[src/logic/motor_cfg_pkg.sv]
package motor_cfg_pkg;

    // ----------------------------------------
    // Register offsets and reset values
    // ----------------------------------------
    localparam logic [5:0] recirc_addr = 6'h07;
    localparam logic [5:0] regulator_addr = 6'h08;
    localparam logic [5:0] delay_addr = 6'h0c;
    localparam logic [7:0] recirc_reset = 8'h00;
    localparam logic [7:0] regulator_reset = 8'h00;
    localparam logic [7:0] delay_reset = 8'h00;
    // Read-only zero bits are masked off on write
    localparam logic [7:0] recirc_wmask = 8'hff;
    localparam logic [7:0] regulator_wmask = 8'h3f;
    localparam logic [7:0] delay_wmask = 8'h1f;

    // ----------------------------------------
    // Field positions
    // ----------------------------------------
    localparam int recirc_sel_bit = 6;
    localparam int async_en_bit = 3;
    localparam int sync_en_bit = 2;
    localparam int gain_lsb = 0;
    localparam int seq_dis_bit = 4;
    localparam int cur_lim_bit = 3;
    localparam int volt_lsb = 1;
    localparam int reg_off_bit = 0;
    localparam int dly_en_bit = 4;
    localparam int delay_comp_target_lsb = 0;

    // ----------------------------------------
    // Serial frame layout
    // ----------------------------------------
    localparam logic [4:0] frame_len = 5'h10;
    localparam logic [4:0] addr_done_cnt = 5'h07;
    localparam int rw_bit = 15;
    localparam int addr_lsb = 9;

    // ----------------------------------------
    // Timing
    // ----------------------------------------
    localparam int clk_period_ns = 8;
    localparam int dly_step_ns = 200;
    localparam int dly_step_cycles = dly_step_ns / clk_period_ns;
    // Intrinsic edge skew of the stage when current flows into the phase
    localparam int dir_skew_ns = 40;
    localparam int dir_skew_cycles = (dir_skew_ns / clk_period_ns < 1) ? 1 : dir_skew_ns / clk_period_ns;

    // ----------------------------------------
    // Types
    // ----------------------------------------
    typedef struct packed {logic hi; logic lo;} phase_cmd_t;
    typedef struct packed {logic seq_dis; logic cur_lim; logic [1:0] volt_sel; logic off;} regulator_ctrl_t;
    typedef struct packed {logic rd; logic wr; logic [5:0] addr; logic [7:0] wdata;} reg_req_t;
    typedef enum logic [1:0] {gain_0v15 = 2'b00, gain_0v3 = 2'b01, gain_0v6 = 2'b10, gain_1v2 = 2'b11} gain_t;
    typedef enum logic [1:0] {port_idle = 2'b00, port_shift = 2'b01, port_hold = 2'b10} port_state_t;

endpackage : motor_cfg_pkg

[src/logic/motor_driver_config_regs.sv]
// Overview of operation
// RULE_01: Bit 6 picks brake or coast recirculation.
// RULE_02: Bit 3 enables asynchronous rectification mode.
// RULE_03: Bit 2 enables synchronous rectification mode.
// RULE_04: Gain code selects 0.15 to 1.2 V/A.
// RULE_05: Regulator bit 4 set disables power sequencing.
// RULE_06: Regulator bit 3 picks 600 or 150 mA.
// RULE_07: Voltage code selects 3.3, 5.0, 4.0, 5.7 V.
// RULE_08: Regulator bit 0 set turns regulator off.
// RULE_09: One bit enables driver delay compensation.
// RULE_10: Target code 0 is zero, else 0.2us steps.
// RULE_11: Compensation pads each output edge to target.
// RULE_12: Both rectify enables give active demagnetization.
// RULE_13: Software writes zeros to reserved bits.
module motor_driver_config_regs (
    input wire logic core_clk,
    input wire logic rstn,
    input wire logic sclk,
    input wire logic scs_n,
    input wire logic sdi,
    output logic sdo_o,
    output logic sdo_oe,
    input wire motor_cfg_pkg::phase_cmd_t [2:0] phase_cmd,
    input wire logic [2:0] diode_conduct,
    input wire logic [2:0] current_into,
    input wire logic limit_trip,
    output motor_cfg_pkg::phase_cmd_t [2:0] gate_drive,
    output logic limit_recirculation_select,
    output logic async_rectify_mode,
    output logic sync_rectify_mode,
    output logic demag_active,
    output motor_cfg_pkg::gain_t sense_amp_gain,
    output motor_cfg_pkg::regulator_ctrl_t regulator_ctrl,
    output logic delay_comp_enable,
    output logic [3:0] delay_comp_target
);

    // ----------------------------------------
    // Input synchronisers
    // ----------------------------------------
    // Phase commands and sensors arrive from pins, so two stages each
    logic [12:0] pin_meta_r;
    logic [12:0] pin_sync_r;
    always_ff @(posedge core_clk or negedge rstn) begin
        if (!rstn) begin
            pin_meta_r <= 13'h0000;
            pin_sync_r <= 13'h0000;
        end else begin
            pin_meta_r <= {phase_cmd, diode_conduct, current_into, limit_trip};
            pin_sync_r <= pin_meta_r;
        end
    end

    motor_cfg_pkg::phase_cmd_t [2:0] cmd_s;
    logic [2:0] diode_s;
    logic [2:0] into_s;
    logic limit_s;
    assign cmd_s = pin_sync_r[12:7];
    assign diode_s = pin_sync_r[6:4];
    assign into_s = pin_sync_r[3:1];
    assign limit_s = pin_sync_r[0];

    // ----------------------------------------
    // Serial configuration port
    // ----------------------------------------
    motor_cfg_pkg::reg_req_t req;
    logic [7:0] rdata;

    serial_cfg_port port_u (
        .core_clk(core_clk),
        .rstn(rstn),
        .sclk(sclk),
        .scs_n(scs_n),
        .sdi(sdi),
        .rdata(rdata),
        .req(req),
        .sdo_o(sdo_o),
        .sdo_oe(sdo_oe)
    );

    // ----------------------------------------
    // Configuration registers
    // ----------------------------------------
    logic [7:0] recirc_r;
    logic [7:0] regulator_r;
    logic [7:0] delay_r;

    always_ff @(posedge core_clk or negedge rstn) begin
        if (!rstn) begin
            recirc_r <= motor_cfg_pkg::recirc_reset;
        end else if (req.wr && req.addr == motor_cfg_pkg::recirc_addr) begin
            recirc_r <= req.wdata & motor_cfg_pkg::recirc_wmask;
        end
    end

    always_ff @(posedge core_clk or negedge rstn) begin
        if (!rstn) begin
            regulator_r <= motor_cfg_pkg::regulator_reset; // [RULE_08]
        end else if (req.wr && req.addr == motor_cfg_pkg::regulator_addr) begin
            // Read-only zero bits never store, whatever software sends
            regulator_r <= req.wdata & motor_cfg_pkg::regulator_wmask; // [RULE_13]
        end
    end

    always_ff @(posedge core_clk or negedge rstn) begin
        if (!rstn) begin
            delay_r <= motor_cfg_pkg::delay_reset;
        end else if (req.wr && req.addr == motor_cfg_pkg::delay_addr) begin
            delay_r <= req.wdata & motor_cfg_pkg::delay_wmask;
        end
    end

    // ----------------------------------------
    // Read-back
    // ----------------------------------------
    // Unmapped offsets read as zero
    always_comb begin
        case (req.addr)
            motor_cfg_pkg::recirc_addr: rdata = recirc_r;
            motor_cfg_pkg::regulator_addr: rdata = regulator_r;
            motor_cfg_pkg::delay_addr: rdata = delay_r;
            default: rdata = 8'h00;
        endcase
    end

    // ----------------------------------------
    // Field outputs
    // ----------------------------------------
    assign limit_recirculation_select = recirc_r[motor_cfg_pkg::recirc_sel_bit]; // [RULE_01]
    assign async_rectify_mode = recirc_r[motor_cfg_pkg::async_en_bit]; // [RULE_02]
    assign sync_rectify_mode = recirc_r[motor_cfg_pkg::sync_en_bit]; // [RULE_03]
    assign sense_amp_gain = motor_cfg_pkg::gain_t'(recirc_r[motor_cfg_pkg::gain_lsb +: 2]); // [RULE_04]
    assign regulator_ctrl.seq_dis = regulator_r[motor_cfg_pkg::seq_dis_bit]; // [RULE_05]
    assign regulator_ctrl.cur_lim = regulator_r[motor_cfg_pkg::cur_lim_bit]; // [RULE_06]
    assign regulator_ctrl.volt_sel = regulator_r[motor_cfg_pkg::volt_lsb +: 2]; // [RULE_07]
    assign regulator_ctrl.off = regulator_r[motor_cfg_pkg::reg_off_bit]; // [RULE_08]
    assign delay_comp_enable = delay_r[motor_cfg_pkg::dly_en_bit]; // [RULE_09]
    assign delay_comp_target = delay_r[motor_cfg_pkg::delay_comp_target_lsb +: 4];

    // ----------------------------------------
    // Delay target in cycles
    // ----------------------------------------
    // Code n above zero means (n + 1) steps of 0.2 us
    logic [8:0] target_cyc;
    always_comb begin
        if (!delay_comp_enable || delay_comp_target == 4'h0) begin
            target_cyc = 9'h000; // [RULE_10]
        end else begin
            target_cyc = 9'((5'({1'b0, delay_comp_target}) + 5'h01) * motor_cfg_pkg::dly_step_cycles); // [RULE_10]
        end
    end

    // Demagnetization needs both rectification modes at once
    logic demag_r;
    always_ff @(posedge core_clk or negedge rstn) begin
        if (!rstn) begin
            demag_r <= 1'b0;
        end else begin
            demag_r <= async_rectify_mode & sync_rectify_mode; // [RULE_12]
        end
    end
    assign demag_active = demag_r;

    // ----------------------------------------
    // Per-phase delay compensation and gating
    // ----------------------------------------
    localparam logic [8:0] skew_cyc = 9'(motor_cfg_pkg::dir_skew_cycles);

    genvar ph;
    generate
        for (ph = 0; ph < 3; ph++) begin : g_phase
            motor_cfg_pkg::phase_cmd_t pend_r;
            motor_cfg_pkg::phase_cmd_t dly_r;
            motor_cfg_pkg::phase_cmd_t gate_r;
            logic [8:0] cnt_r;
            logic [8:0] added_cyc;

            // Current into the phase already runs late by the skew, so pad less
            always_comb begin
                if (into_s[ph] && target_cyc > skew_cyc) begin
                    added_cyc = target_cyc - skew_cyc; // [RULE_11]
                end else if (into_s[ph]) begin
                    added_cyc = 9'h000;
                end else begin
                    added_cyc = target_cyc; // [RULE_11]
                end
            end

            // A command that flips back before its delay ends is dropped
            always_ff @(posedge core_clk or negedge rstn) begin
                if (!rstn) begin
                    pend_r <= '0;
                    dly_r <= '0;
                    cnt_r <= 9'h000;
                end else if (cmd_s[ph] != pend_r) begin
                    pend_r <= cmd_s[ph];
                    cnt_r <= 9'h000;
                end else if (dly_r != pend_r) begin
                    if (cnt_r >= added_cyc) begin
                        dly_r <= pend_r; // [RULE_11]
                        cnt_r <= 9'h000;
                    end else begin
                        cnt_r <= cnt_r + 9'h001;
                    end
                end
            end

            // Limit trip overrides the command; while demag_r is set, a conducting diode is bypassed
            always_ff @(posedge core_clk or negedge rstn) begin
                if (!rstn) begin
                    gate_r <= '0;
                end else if (limit_s) begin
                    gate_r.hi <= 1'b0;
                    gate_r.lo <= ~limit_recirculation_select; // [RULE_01]
                end else begin
                    gate_r.hi <= dly_r.hi;
                    gate_r.lo <= dly_r.lo | (demag_r & diode_s[ph] & ~dly_r.hi); // [RULE_12]
                end
            end

            assign gate_drive[ph] = gate_r;
        end
    endgenerate

endmodule : motor_driver_config_regs

[src/logic/serial_cfg_port.sv]
module serial_cfg_port (
    input wire logic core_clk,
    input wire logic rstn,
    input wire logic sclk,
    input wire logic scs_n,
    input wire logic sdi,
    input wire logic [7:0] rdata,
    output motor_cfg_pkg::reg_req_t req,
    output logic sdo_o,
    output logic sdo_oe
);

    // ----------------------------------------
    // Pin synchronisers
    // ----------------------------------------
    logic [2:0] meta_r;
    logic [2:0] sync_r;
    logic sclk_prev_r;
    always_ff @(posedge core_clk or negedge rstn) begin
        if (!rstn) begin
            // Idle pin levels: deselected, clock low, so no false edge follows reset
            meta_r <= 3'h4;
            sync_r <= 3'h4;
            sclk_prev_r <= 1'b0;
        end else begin
            meta_r <= {scs_n, sclk, sdi};
            sync_r <= meta_r;
            sclk_prev_r <= sync_r[1];
        end
    end
    logic cs_s, sclk_s, sdi_s, sclk_rise, sclk_fall;
    assign cs_s = ~sync_r[2];
    assign sclk_s = sync_r[1];
    assign sdi_s = sync_r[0];
    assign sclk_rise = sclk_s & ~sclk_prev_r;
    assign sclk_fall = ~sclk_s & sclk_prev_r;

    // ----------------------------------------
    // Frame engine
    // ----------------------------------------
    motor_cfg_pkg::port_state_t state_r;
    logic [15:0] shift_r;
    logic [4:0] cnt_r;
    logic [7:0] rdata_r;
    logic rd_r, wr_r, sdo_r;
    always_ff @(posedge core_clk or negedge rstn) begin
        if (!rstn) begin
            state_r <= motor_cfg_pkg::port_idle;
            shift_r <= 16'h0000;
            cnt_r <= 5'h00;
            rdata_r <= 8'h00;
            rd_r <= 1'b0;
            wr_r <= 1'b0;
            sdo_r <= 1'b0;
        end else begin
            rd_r <= 1'b0;
            wr_r <= 1'b0;
            if (rd_r) begin
                rdata_r <= rdata;
            end
            case (state_r)
                motor_cfg_pkg::port_idle: begin
                    if (cs_s) begin
                        state_r <= motor_cfg_pkg::port_shift;
                        cnt_r <= 5'h00;
                        sdo_r <= 1'b0;
                        rdata_r <= 8'h00;
                    end
                end
                motor_cfg_pkg::port_shift, motor_cfg_pkg::port_hold: begin
                    if (!cs_s) begin
                        // Only a whole write frame commits, so a torn frame changes nothing
                        wr_r <= (cnt_r == motor_cfg_pkg::frame_len) & ~shift_r[motor_cfg_pkg::rw_bit];
                        state_r <= motor_cfg_pkg::port_idle;
                    end else if (state_r == motor_cfg_pkg::port_shift && sclk_fall) begin
                        shift_r <= {shift_r[14:0], sdi_s};
                        cnt_r <= cnt_r + 5'h01;
                        rd_r <= (cnt_r + 5'h01) == motor_cfg_pkg::addr_done_cnt;
                        if ((cnt_r + 5'h01) == motor_cfg_pkg::frame_len) begin
                            state_r <= motor_cfg_pkg::port_hold;
                        end
                    end else if (state_r == motor_cfg_pkg::port_shift && sclk_rise) begin
                        sdo_r <= cnt_r[3] & rdata_r[~cnt_r[2:0]];
                    end
                end
                default: state_r <= motor_cfg_pkg::port_idle;
            endcase
        end
    end

    assign req.rd = rd_r;
    assign req.wr = wr_r;
    assign req.addr = (state_r == motor_cfg_pkg::port_shift && cnt_r == motor_cfg_pkg::addr_done_cnt) ?
        shift_r[5:0] : shift_r[14:motor_cfg_pkg::addr_lsb];
    assign req.wdata = shift_r[7:0];
    assign sdo_o = sdo_r;
    assign sdo_oe = state_r != motor_cfg_pkg::port_idle;

endmodule : serial_cfg_port
[config.mk]
export PLATFORM = sky130hd
export DESIGN_NAME = motor_driver_config_regs
export DESIGN_NICKNAME = d
export VERILOG_FILES = /design/src/logic/motor_cfg_pkg.sv /design/src/logic/motor_driver_config_regs.sv /design/src/logic/serial_cfg_port.sv
export SDC_FILE = /design/constraint.sdc
export NUM_CORES = 1
export LEC_CHECK = 0
export ABC_AREA = 1
export BUFFER_PORTS_ARGS = -buffer_cell sky130_fd_sc_hd__buf_2
export CAP_MARGIN = 20
export CORE_ASPECT_RATIO = 1.5
export CORE_UTILIZATION = 57
export CTS_BUF_LIST = sky130_fd_sc_hd__clkbuf_2 sky130_fd_sc_hd__clkbuf_4 sky130_fd_sc_hd__clkbuf_8
export DETAILED_ROUTE_END_ITERATION = 7
export PLACE_DENSITY = 0.82
export SLEW_MARGIN = 20
export SYNTH_ARGS = -nofsm -noshare
export SYNTH_HDL_FRONTEND = slang
export SYNTH_SLANG_ARGS = --single-unit
[constraint.sdc]
create_clock -name core_clk -period 4.1 [get_ports core_clk]
set_input_delay 1.025 -clock core_clk [delete_from_list [all_inputs] [get_ports core_clk]]
set_output_delay 1.025 -clock core_clk [all_outputs]
set_load 0.05 [all_outputs]
==> impl_metrics.env, run 1 <==
export IMPL_outcome="finished with violations"
export IMPL_violations="setup timing"
export IMPL_ir_worst_vdd_v=0.0003485
export IMPL_min_period_over_period=1.006
export IMPL_clkTransAtPathRegs_ps=80
export IMPL_via_count=6390
export IMPL_pwr_share_comb=0.159
export IMPL_grt_pass1_vias=6242
export IMPL_rows=50
export IMPL_synth_avg_cell_area_um2=8.203
export IMPL_r2r_end="g_phase[0].dly_r[1]"
export IMPL_start_kind="flop"
export IMPL_clkLatencyLatePin_ps=440
export IMPL_grtUsageTotal=0.2630
export IMPL_yosysSeqAreaShare=0.4414
export IMPL_area_growth_pct=16.59
export IMPL_min_to="pin_sync_r[9]"
export IMPL_layout_nets=1049
export IMPL_core_area_mm2=0.01264
export IMPL_worst_slack_ps=-25.58
export IMPL_ant_nets=0
export IMPL_worstHoldPathCells=0
export IMPL_clock_sinks=132
export IMPL_p_sw_frac=0.3155
export IMPL_utilization=0.6910
export IMPL_ys_warn_count=0
export IMPL_r2r_slack_ps=-30
export IMPL_p_per_area_mw_per_mm2=355.6
export IMPL_maxCapViolations=0
export IMPL_clockBufferDepth=2
export IMPL_drt_iter0_drc=251
export IMPL_numCtsBuffers=17
export IMPL_dp_hpwl_mm=12.02
export IMPL_cp_slowest_cell="dfrtp_2"
export IMPL_finalHoldViolations=0
export IMPL_routedWlPerCell_um=14.63
export IMPL_dieWidth_um=95.60
export IMPL_critical_path_top_delay_family="adder cells"
export IMPL_clock_power_share=0.366
export IMPL_clock_skew_ps=12.40
export IMPL_ios=42
export IMPL_leakage_nw=4.252
export IMPL_drive_gt1_frac=0.2079
export IMPL_timing_setup_tns_ps=-42.04
export IMPL_power_frac_seq=0.475
export IMPL_syn_inst=913
export IMPL_synth_seq_cells=132
export IMPL_die_y_um=142.4
export IMPL_period_minus_slack_ps=4126
export IMPL_synth_distinct_cells=46
export IMPL_vias_per_cell=5.571
export IMPL_overflow=0
export IMPL_wl_mm=16.78
export IMPL_crit_required_ps=4420
export IMPL_p_sw_uw=979.6
export IMPL_regToRegStartpoint="delay_r[1]"
export IMPL_relSlewSlack=0.3668
export IMPL_drtPass1Iterations=5
export IMPL_worstPathCellList="inv_1 > ha_4 > xnor2_2 > ha_1 > ha_2 > fa_2 > nand2_2 > inv_2 > nor2_2 > nand2_2 > nand2_4 > a21oi_4 > nand2_4 > nand2_2 > nor2_1 > nor2_1 > ha_1 > nand2_1 > nor3_2 > nand2_1 > o2111ai_4 > nand2_2 > nand2_1 > o21ai_1"
export IMPL_antenna_found_initial=0
export IMPL_synthArstFlopShare=1.000
export IMPL_grt_pass1_wl_mm=27.61
export IMPL_dieArea_mm2=0.01361
export IMPL_syn_nets=984
export IMPL_path_buf_inv=2
export IMPL_crit_path_max_fanout=7
export IMPL_portBuffers=41
export IMPL_timing_worst_slew_pin_value_ps=945.4
export IMPL_clockRootBuffer="clkbuf_8"
export IMPL_worst_r2r_path_depth=24
export IMPL_worstSetupPathType="reg2reg"
export IMPL_syn_area_mm2=0.007490
export IMPL_cts_tree="yes"
export IMPL_intPower_mw=2.125
export IMPL_grt_max_degree=89
export IMPL_cts_htree_levels=4
export IMPL_min_delay_start="pin_meta_r[9]"
export IMPL_fmax_ghz=0.2424
export IMPL_initial_core_util=0.5927
export IMPL_post_place_ws_ps=-136.7
export IMPL_rsz0062_at_grt="true"
export IMPL_slew_viol_final=0
export IMPL_drc=0
export IMPL_gp_congestion=0.9384
export IMPL_hold_class="reg2reg"
export IMPL_worst_path_most_repeated_cell="nand2_2"
export IMPL_setup_viol=3
export IMPL_synth_top_flop_cell="dfrtp_1"
export IMPL_synth_edf_count=0
export IMPL_num_antenna_cells=0
export IMPL_crit_path_max_incr_delay_ps=440
export IMPL_arrival_ps=4450
export IMPL_crit_path_end_kind="flop"
-- final cells by class --
class,instances,area [µm²]
well taps,156,195.2
fillers,983,3905
inverters,122,460.4
repair buffers,71,455.4
clock buffers,20,275.3
multi-input cells,634,3894
flip-flops and latches,132,3309
clock inverters,12,142.6
-- worst max path at each step --
stage	startpoint	end	slack [ps]	depth (start not counted)
final	delay_r[1]	g_phase[0].dly_r[1]	-30	24
after detailed placement	delay_r[0]	g_phase[0].dly_r[1]	-140	27
after floorplan	delay_r[0]	g_phase[1].dly_r[1]	-70	26
after CTS	delay_r[0]	g_phase[0].dly_r[1]	5	27
after global placement	delay_r[0]	g_phase[0].dly_r[0]	10	27
after global routing	delay_r[0]	g_phase[0].dly_r[0]	-250	27
-- cell families after synthesis --
| logic type | synth area share |
|---|---|
| and+or+nand+nor | 0.2589 |
| buffers and inverters | 0.08236 |
| AOI/OAI and AO/OA | 0.1081 |
| DFF | 0.4414 |
| adders and majority gates | 0.08954 |
| xor gates and xnor gates | 0.01971 |
-- cells in the mapped netlist, types with 2 or more instances --
cell | number | area, µm²
or2_2 | 10 | 62.56
o31a_1 | 3 | 26.28
a21oi_1 | 26 | 130.1
xnor2_1 | 8 | 70.07
nor4_1 | 2 | 12.51
nand2_4 | 4 | 45.04
nor2_2 | 3 | 18.77
nand2_2 | 9 | 56.30
inv_1 | 116 | 435.4
dfstp_2 | 2 | 52.55
buf_6 | 3 | 33.78
nor2_1 | 66 | 247.7
nand2_1 | 208 | 780.8
nand4_1 | 14 | 87.58
nor2_4 | 3 | 33.78
inv_2 | 5 | 18.77
a31oi_1 | 13 | 81.33
buf_4 | 9 | 67.56
nor4_4 | 2 | 42.54
dfrtp_1 | 130 | 3253
clkbuf_1 | 10 | 37.54
o21ai_0 | 51 | 255.2
nand3b_1 | 3 | 22.52
o21a_1 | 6 | 45.04
or3_1 | 2 | 12.51
nand3_1 | 86 | 430.4
ha_1 | 52 | 650.6
xor2_1 | 7 | 61.31
buf_2 | 4 | 20.02
o22ai_1 | 28 | 175.2
nor3_1 | 7 | 35.03
o21ai_1 | 7 | 35.03
-- worst register-to-register path, stage by stage, from the launching register on --
cell and delay, ps:
dfrtp_2 440, inv_1 140, ha_4 240, xnor2_2 130, ha_1 300, ha_2 210
fa_2 410, nand2_2 100, inv_2 40, nor2_2 100, nand2_2 100, nand2_4 110
a21oi_4 60, nand2_4 120, nand2_2 70, nor2_1 120, nor2_1 50, ha_1 290
nand2_1 70, nor3_2 210, nand2_1 120, o2111ai_4 300, nand2_2 130, nand2_1 100
o21ai_1 70
-- placed cells by master (no fill, tap or decap), drive strengths merged --
| master | instances |
|---|---|
| a21oi | 27 |
| a31oi | 14 |
| and2 | 1 |
| buf | 71 |
| bufinv | 2 |
| clkbuf | 20 |
| clkinv | 5 |
| clkinvlp | 1 |
| dfrtp | 130 |
| dfstp | 2 |
| fa | 1 |
| ha | 52 |
| inv | 126 |
| nand2 | 222 |
| nand2b | 1 |
| nand3 | 87 |
| nand3b | 3 |
| nand4 | 14 |
| nor2 | 73 |
| nor3 | 7 |
| nor4 | 4 |
| nor4b | 1 |
| o2111ai | 1 |
| o21a | 6 |
| o21ai | 58 |
| o221ai | 1 |
| o22ai | 28 |
| o31a | 3 |
| o31ai | 1 |
| o32ai | 1 |
| or2 | 10 |
| or3 | 2 |
| xnor2 | 9 |
| xor2 | 7 |
-- metal layers --
layer | vias up | track usage | share of wire
met5 | - | 0 | 0
li1 | 3139 | - | -
met3 | 59 | 0.05075 | 0.037
met4 | 0 | 0.1280 | 0.040
met2 | 176 | 0.4707 | 0.54
met1 | 3016 | 0.2923 | 0.38
-- registers in the layout, summed over array words and instances, names as in the netlist --
name	count
gate_drive	6
g_phase.dly_r	6
delay_r	5
port_u.cnt_r	5
port_u.sync_r	3
pin_meta_r	13
port_u.sdo_o	1
g_phase.cnt_r	27
demag_active	1
regulator_r	6
port_u.sclk_prev_r	1
port_u.meta_r	3
port_u.rdata_r	8
g_phase.pend_r	6
port_u.shift_r	16
port_u.state_r	2
port_u.rd_r	1
port_u.wr_r	1
pin_sync_r	13
recirc_r	8
-- stage by stage --
step                power (mW)  instances  hold slack, ps  cell area (µm²)
global route             3.246       1147           355.4             8732
floorplan                1.827        913           331.2             7561
detailed placement       1.983       1109           334.7             7990
finish                   3.105       1147           349.8             8732
CTS                      3.116       1145           354.9             8541
global placement         1.970       1109           331.4             7990
-- power groups by stage --
stage	logic, mW	clock network, mW	registers (mW)
after floorplan	0.312	0	1.51
after global placement	0.474	0	1.50
after detailed placement	0.485	0	1.50
after CTS	0.489	1.15	1.47
after global routing	0.552	1.21	1.49
final	0.494	1.14	1.47
-- timing repair --
action / 4_1_cts / 5_1_grt
hold buffers: 0 / 0
cloned: 1 / 0
setup buffers: 3 / 2
endpoints found under the setup margin: 28 / 33
pin swaps: 12 / 43
gates resized for setup: 16 / 46
Note: power is estimated with default switching activity, not from simulation.
==> run 2, diff against run 1 <==
--- a/config.mk
+++ b/config.mk
@@ -16,4 +16,5 @@
 export SLEW_MARGIN = 20
 export SYNTH_ARGS = -nofsm -noshare
 export SYNTH_HDL_FRONTEND = slang
+export SYNTH_HIERARCHICAL = 1
 export SYNTH_SLANG_ARGS = --single-unit
==> impl_metrics.env, run 2 <==
export IMPL_arrival_ps=4380
export IMPL_overflow=0
export IMPL_largest_reg_flops=27
export IMPL_seq_area_mm2=0.003309
export IMPL_timing_setup_tns_ps=0
export IMPL_clock_sinks=132
export IMPL_die_y_um=142.4
export IMPL_drtPass1Iterations=7
export IMPL_finalInstanceArea_mm2=0.008807
export IMPL_dieArea_mm2=0.01361
export IMPL_synth_avg_cell_area_um2=8.232
export IMPL_top_register="g_phase.cnt_r"
export IMPL_initial_core_util=0.5928
export IMPL_grt_pass1_wl_mm=26.59
export IMPL_routedWlPerCell_um=14.77
export IMPL_worstHoldPathCells=0
export IMPL_top_regs="g_phase.cnt_r (27), port_u/shift_r (16)"
export IMPL_layout_nets=1033
export IMPL_ir_worst_vdd_v=0.0003193
export IMPL_rsz0062_at_grt="true"
export IMPL_dp_hpwl_mm=11.38
export IMPL_dieWidth_um=95.60
export IMPL_grt_max_degree=104
export IMPL_rows=50
export IMPL_place_area_mm2=0.007819
export IMPL_crit_path_max_fanout=7
export IMPL_grt_pass1_vias=6099
export IMPL_period_minus_slack_ps=4024
export IMPL_setup_viol=0
export IMPL_multi_input_area_mm2=0.003944
export IMPL_core_area_mm2=0.01264
export IMPL_clock_skew_ps=11.65
export IMPL_crit_path_max_incr_delay_ps=470
export IMPL_final_common_cell="nand2_1"
export IMPL_clkLatencyLatePin_ps=450
export IMPL_cp_slowest_cell="dfrtp_2"
export IMPL_crit_path_end_kind="flop"
export IMPL_antenna_found_initial=0
export IMPL_n_fill_cell=950
export IMPL_timing_worst_slew_pin_value_ps=912.0
export IMPL_fmax_ghz=0.2485
export IMPL_critical_path_top_delay_family="adder cells"
export IMPL_via_count=6264
export IMPL_hold_class="reg2reg"
export IMPL_maxCapViolations=0
export IMPL_crit_required_ps=4460
export IMPL_portBuffers=41
export IMPL_ant_nets=0
export IMPL_cts_htree_levels=4
export IMPL_outcome="completed"
export IMPL_finalHoldViolations=0
export IMPL_start_kind="flop"
export IMPL_p_per_area_mw_per_mm2=349.8
export IMPL_ys_warn_count=6
export IMPL_area_growth_pct=17.57
export IMPL_grtUsageTotal=0.2515
export IMPL_path_buf_inv=4
export IMPL_numCtsBuffers=17
export IMPL_worst_r2r_path_depth=24
export IMPL_clockBufferDepth=2
export IMPL_drive_gt1_frac=0.2323
export IMPL_worst_path_most_repeated_cell="ha_4"
export IMPL_min_period_over_period=0.9815
export IMPL_cts_tree="yes"
export IMPL_drt_iter0_drc=318
export IMPL_mostFrequentLayoutCells="nand2_1 (202), dfrtp_1 (127), inv_1 (105)"
export IMPL_vias_per_cell=5.529
export IMPL_worstPathCellList="ha_4 > xnor2_4 > inv_1 > ha_2 > ha_4 > ha_4 > ha_4 > nand2_1 > inv_1 > nand2_1 > nand4_1 > nand3_4 > nand2_8 > buf_8 > nand2_4 > nor2_2 > nor2_1 > ha_1 > a21oi_2 > o21a_1 > and2_4 > nand4_1 > buf_4 > o22ai_1"
export IMPL_drc=0
export IMPL_clockRootBuffer="clkbuf_8"
export IMPL_slew_viol_final=0
export IMPL_syn_nets=979
export IMPL_syn_area_mm2=0.007491
export IMPL_ios=42
export IMPL_path_depth=24
export IMPL_clkTransAtPathRegs_ps=90
export IMPL_syn_inst=910
export IMPL_worstSetupPathType="reg2reg"
export IMPL_leakage_nw=4.187
export IMPL_wl_mm=16.73
export IMPL_relSlewSlack=0.3920
export IMPL_num_antenna_cells=0
export IMPL_gp_congestion=0.9272
[run 2: changes by cell type in the layout (fill, tap and decap cells not counted), moves of 7 or more]
cell	previous run	this run
nand3_1	83	43
o22ai_1	26	4
o22ai_2	2	13
o21ai_1	13	23
xor2_1	6	16
nor2_1	60	69
o21ai_0	43	35
o211ai_1	0	7
[run 2: what timing repair did]
action / CTS / global route
pin swaps: 0 / 43
gates resized for setup: 6 / 94
cloned: 0 / 1
hold buffers: 0 / 0
endpoints found under the setup margin: 32 / 33
buffers inserted: 4 / 10
[run 2: stage by stage]
| stage | worst slack [ps] | power [mW] | util | hold WS, ps | instances |
|---|---|---|---|---|---|
| finish | 75.71 | 3.081 | 0.6969 | 345.4 | 1133 |
| global placement | 2.614 | 1.926 | 0.6187 | 331.8 | 1086 |
| floorplan | 13.07 | 1.825 | - | 331.2 | 910 |
| detailed placement | -129.5 | 1.940 | 0.6187 | 334.7 | 1086 |
| global route | -206.2 | 3.218 | 0.6969 | 351.9 | 1133 |
| CTS | 3.118 | 3.098 | 0.6568 | 349.2 | 1122 |
[run 2: path summary, 6_finish.rpt]
check / startpoint / endpoint / slack (ps)
worst min register to register: pin_meta_r[3] / pin_sync_r[3] / 350
max in group asynchronous: rstn / g_phase[1].cnt_r[5] / 2630
worst min-delay path: pin_meta_r[3] / pin_sync_r[3] / 350
min in group asynchronous: rstn / g_phase[2].cnt_r[6] / 670
worst max-delay path: delay_r[0] / g_phase[1].cnt_r[3] / 80
worst max register to register: delay_r[0] / g_phase[1].cnt_r[3] / 80
[run 2: metal layers]
metal	part of all wire	GRT usage	vias to the layer above
met5	0	0	-
met4	0.031	0.1202	0
met3	0.032	0.04541	43
met2	0.56	0.4586	158
met1	0.38	0.2742	3016
li1	-	-	3047
[run 2: cell type report]
cell class,instances,share of cell area
Inverter,118,0.05029
Clock inverter,14,0.01889
Sequential cell,132,0.3758
Tap cell,156,0.02216
Clock buffer,18,0.02813
Timing Repair Buffer,74,0.05697
Multi-Input combinational cell,621,0.4478
[run 2: worst reg2reg max path, cell delays in order (launching register included)]
cell     delay (ps)
dfrtp_2         470
ha_4            200
xnor2_4         240
inv_1            70
ha_2            190
ha_4            160
ha_4            240
ha_4            270
nand2_1          50
inv_1            50
nand2_1          70
nand4_1         150
nand3_4         130
nand2_8         120
buf_8           140
nand2_4          60
nor2_2           90
nor2_1           60
ha_1            350
a21oi_2         130
o21a_1          120
and2_4          140
nand4_1         120
buf_4           200
o22ai_1         110
[run 2: power breakdown]
| group | internal (mW) | leakage (nW) | total [mW] | switching (mW) |
|---|---|---|---|---|
| clock network | 0.576 | 0.202 | 1.16 | 0.582 |
| registers | 1.38 | 1.72 | 1.47 | 0.0822 |
| logic | 0.130 | 2.26 | 0.457 | 0.327 |
| total | 2.09 | 4.19 | 3.08 | 0.991 |
==> run 3, diff against run 2 <==
--- a/config.mk
+++ b/config.mk
@@ -8,7 +8,6 @@
 export ABC_AREA = 1
 export BUFFER_PORTS_ARGS = -buffer_cell sky130_fd_sc_hd__buf_2
 export CAP_MARGIN = 20
-export CORE_ASPECT_RATIO = 1.5
 export CORE_UTILIZATION = 57
 export CTS_BUF_LIST = sky130_fd_sc_hd__clkbuf_2 sky130_fd_sc_hd__clkbuf_4 sky130_fd_sc_hd__clkbuf_8
 export DETAILED_ROUTE_END_ITERATION = 7
==> impl_metrics.env, run 3 (synthesized netlist as in run 2, its figures left out) <==
export IMPL_grtUsageTotal=0.2527
export IMPL_dp_hpwl_mm=10.85
export IMPL_fmax_ghz=0.2458
export IMPL_worst_path_most_repeated_cell="nand2_2"
export IMPL_regToRegStartpoint="delay_r[1]"
export IMPL_rsz0062_at_grt="true"
export IMPL_routedWlPerCell_um=14.41
export IMPL_worstHoldPathCells=0
export IMPL_wl_mm=16.60
export IMPL_top_regs="g_phase.cnt_r (27), port_u/shift_r (16)"
export IMPL_final_common_cell="nand2_1"
export IMPL_clkTransAtPathRegs_ps=80
export IMPL_area_growth_pct=16.87
export IMPL_critical_path_top_delay_family="simple AND/OR/NAND/NOR gates"
export IMPL_cts_htree_levels=4
export IMPL_period_minus_slack_ps=4068
export IMPL_total_power_mw=3.138
export IMPL_min_period_over_period=0.9922
export IMPL_start_kind="flop"
export IMPL_drc=0
export IMPL_clock_sinks=132
export IMPL_dieWidth_um=116.6
export IMPL_finalHoldViolations=0
export IMPL_timing_worst_slew_pin_value_ps=818.1
export IMPL_largest_reg_flops=27
export IMPL_overflow=0
export IMPL_layout_nets=1037
export IMPL_numCtsBuffers=17
export IMPL_min_to="port_u/sync_r[0]"
export IMPL_worst_r2r_path_depth=25
export IMPL_portBuffers=41
export IMPL_core_area_mm2=0.01272
export IMPL_initial_core_util=0.5888
export IMPL_multi_input_area_mm2=0.003824
export IMPL_ant_nets=0
export IMPL_top_register="g_phase.cnt_r"
export IMPL_crit_path_max_fanout=5
export IMPL_dieArea_mm2=0.01360
export IMPL_outcome="completed"
export IMPL_rows=41
export IMPL_num_antenna_cells=0
export IMPL_antenna_found_initial=0
export IMPL_cp_slowest_cell="dfrtp_2"
export IMPL_pwr_share_comb=0.147
export IMPL_maxCapViolations=0
export IMPL_intPower_mw=2.206
export IMPL_timing_setup_tns_ps=0
export IMPL_seq_area_mm2=0.003311
export IMPL_ir_worst_vdd_v=0.0004259
export IMPL_mostFrequentLayoutCells="nand2_1 (202), dfrtp_1 (126), inv_1 (103)"
export IMPL_hold_class="reg2reg"
export IMPL_vias_per_cell=5.357
export IMPL_drtPass1Iterations=5
export IMPL_slew_viol_final=0
export IMPL_p_per_area_mw_per_mm2=358.5
export IMPL_crit_required_ps=4430
export IMPL_drt_iter0_drc=470
export IMPL_n_fill_cell=997
export IMPL_leakage_nw=4.191
export IMPL_drive_gt1_frac=0.2194
export IMPL_worstSetupPathType="reg2reg"
export IMPL_arrival_ps=4400
export IMPL_clkLatencyLatePin_ps=460
export IMPL_p_sw_uw=932.0
export IMPL_power_frac_seq=0.467
export IMPL_crit_path_end_kind="flop"
export IMPL_cts_tree="yes"
export IMPL_r2r_slack_ps=30
export IMPL_min_delay_start="port_u/meta_r[0]"
export IMPL_setup_viol=0
export IMPL_relSlewSlack=0.4546
export IMPL_clock_skew_ps=28.74
export IMPL_grt_pass1_wl_mm=26.20
export IMPL_clockBufferDepth=2
export IMPL_p_sw_frac=0.2970
export IMPL_ios=42
export IMPL_r2r_end="g_phase[0].dly_r[0]"
export IMPL_grt_max_degree=92
export IMPL_die_y_um=116.6
export IMPL_gp_congestion=0.8807
export IMPL_clock_power_share=0.386
export IMPL_path_buf_inv=2
export IMPL_grt_pass1_vias=5648
export IMPL_via_count=6171
export IMPL_crit_path_max_incr_delay_ps=460
export IMPL_clockRootBuffer="clkbuf_8"
[run 3: cell types whose count changed in the layout (fill, tap and decap cells not counted), sizes merged]
cell,previous run,this run
buf,74,77
clkbuf,18,19
bufinv,2,4
inv,126,119
nand2,223,224
clkinv,1,4
[run 3: layout make-up]
type | count | area share
clock inverters | 12 | 0.02044
inverters | 118 | 0.05059
flip-flops and latches | 132 | 0.3782
well taps | 172 | 0.02458
clock buffers | 19 | 0.02987
multi-input cells | 622 | 0.4368
repair buffers | 77 | 0.05960
[run 3: power groups by stage]
stage | combinational [mW] | clock (mW) | sequential (mW)
after global routing | 0.519 | 1.29 | 1.48
final | 0.461 | 1.21 | 1.47
after detailed placement | 0.447 | 0 | 1.49
after global placement | 0.440 | 0 | 1.48
after floorplan | 0.324 | 0 | 1.50
after CTS | 0.455 | 1.24 | 1.46
[run 3: routing by layer]
| metal | vias up | global-route usage | part of all wire | wire length (µm) |
|---|---|---|---|---|
| li1 | 3056 | - | - | - |
| met1 | 2902 | 0.3467 | 0.46 | 7589 |
| met2 | 177 | 0.4004 | 0.47 | 7819 |
| met3 | 36 | 0.05501 | 0.050 | 833 |
| met4 | 0 | 0.08270 | 0.022 | 362 |
| met5 | - | 0 | 0 | 0 |
[run 3: repair_timing]
item                                    CTS  global route
gates cloned                              0             1
pin swaps                                 1            36
buffers inserted                          1            14
resized for setup                         7            65
endpoints found under the setup margin   30            33
hold buffers                              0             0
[run 3: stage by stage]
stage / utilization / cell area, µm² / std cells / hold slack, ps / setup slack, ps
4_1_cts: 0.6575 / 8364 / 1137 / 351.0 / 1.988
3_5_place_dp: 0.6189 / 7874 / 1105 / 334.7 / -114.4
6_report: 0.6881 / 8755 / 1152 / 349.3 / 31.98
3_3_place_gp: 0.6189 / 7874 / 1105 / 332.2 / -9.011
2_1_floorplan: - / 7528 / 910 / 331.2 / 13.07
5_1_grt: 0.6881 / 8755 / 1152 / 360.1 / -183.6
[run 3: worst max-delay path by stage]
stage | startpoint | to | slack, ps | cells past startpoint
2_1_floorplan | delay_r[0] | g_phase[0].dly_r[0] | 10 | 27
3_3_place_gp | delay_r[0] | g_phase[2].dly_r[0] | -9 | 23
3_5_place_dp | delay_r[0] | g_phase[2].cnt_r[5] | -110 | 26
4_1_cts | delay_r[1] | g_phase[0].dly_r[1] | 2 | 25
5_1_grt | delay_r[1] | g_phase[0].dly_r[0] | -180 | 25
6_report | delay_r[1] | g_phase[0].dly_r[0] | 30 | 25
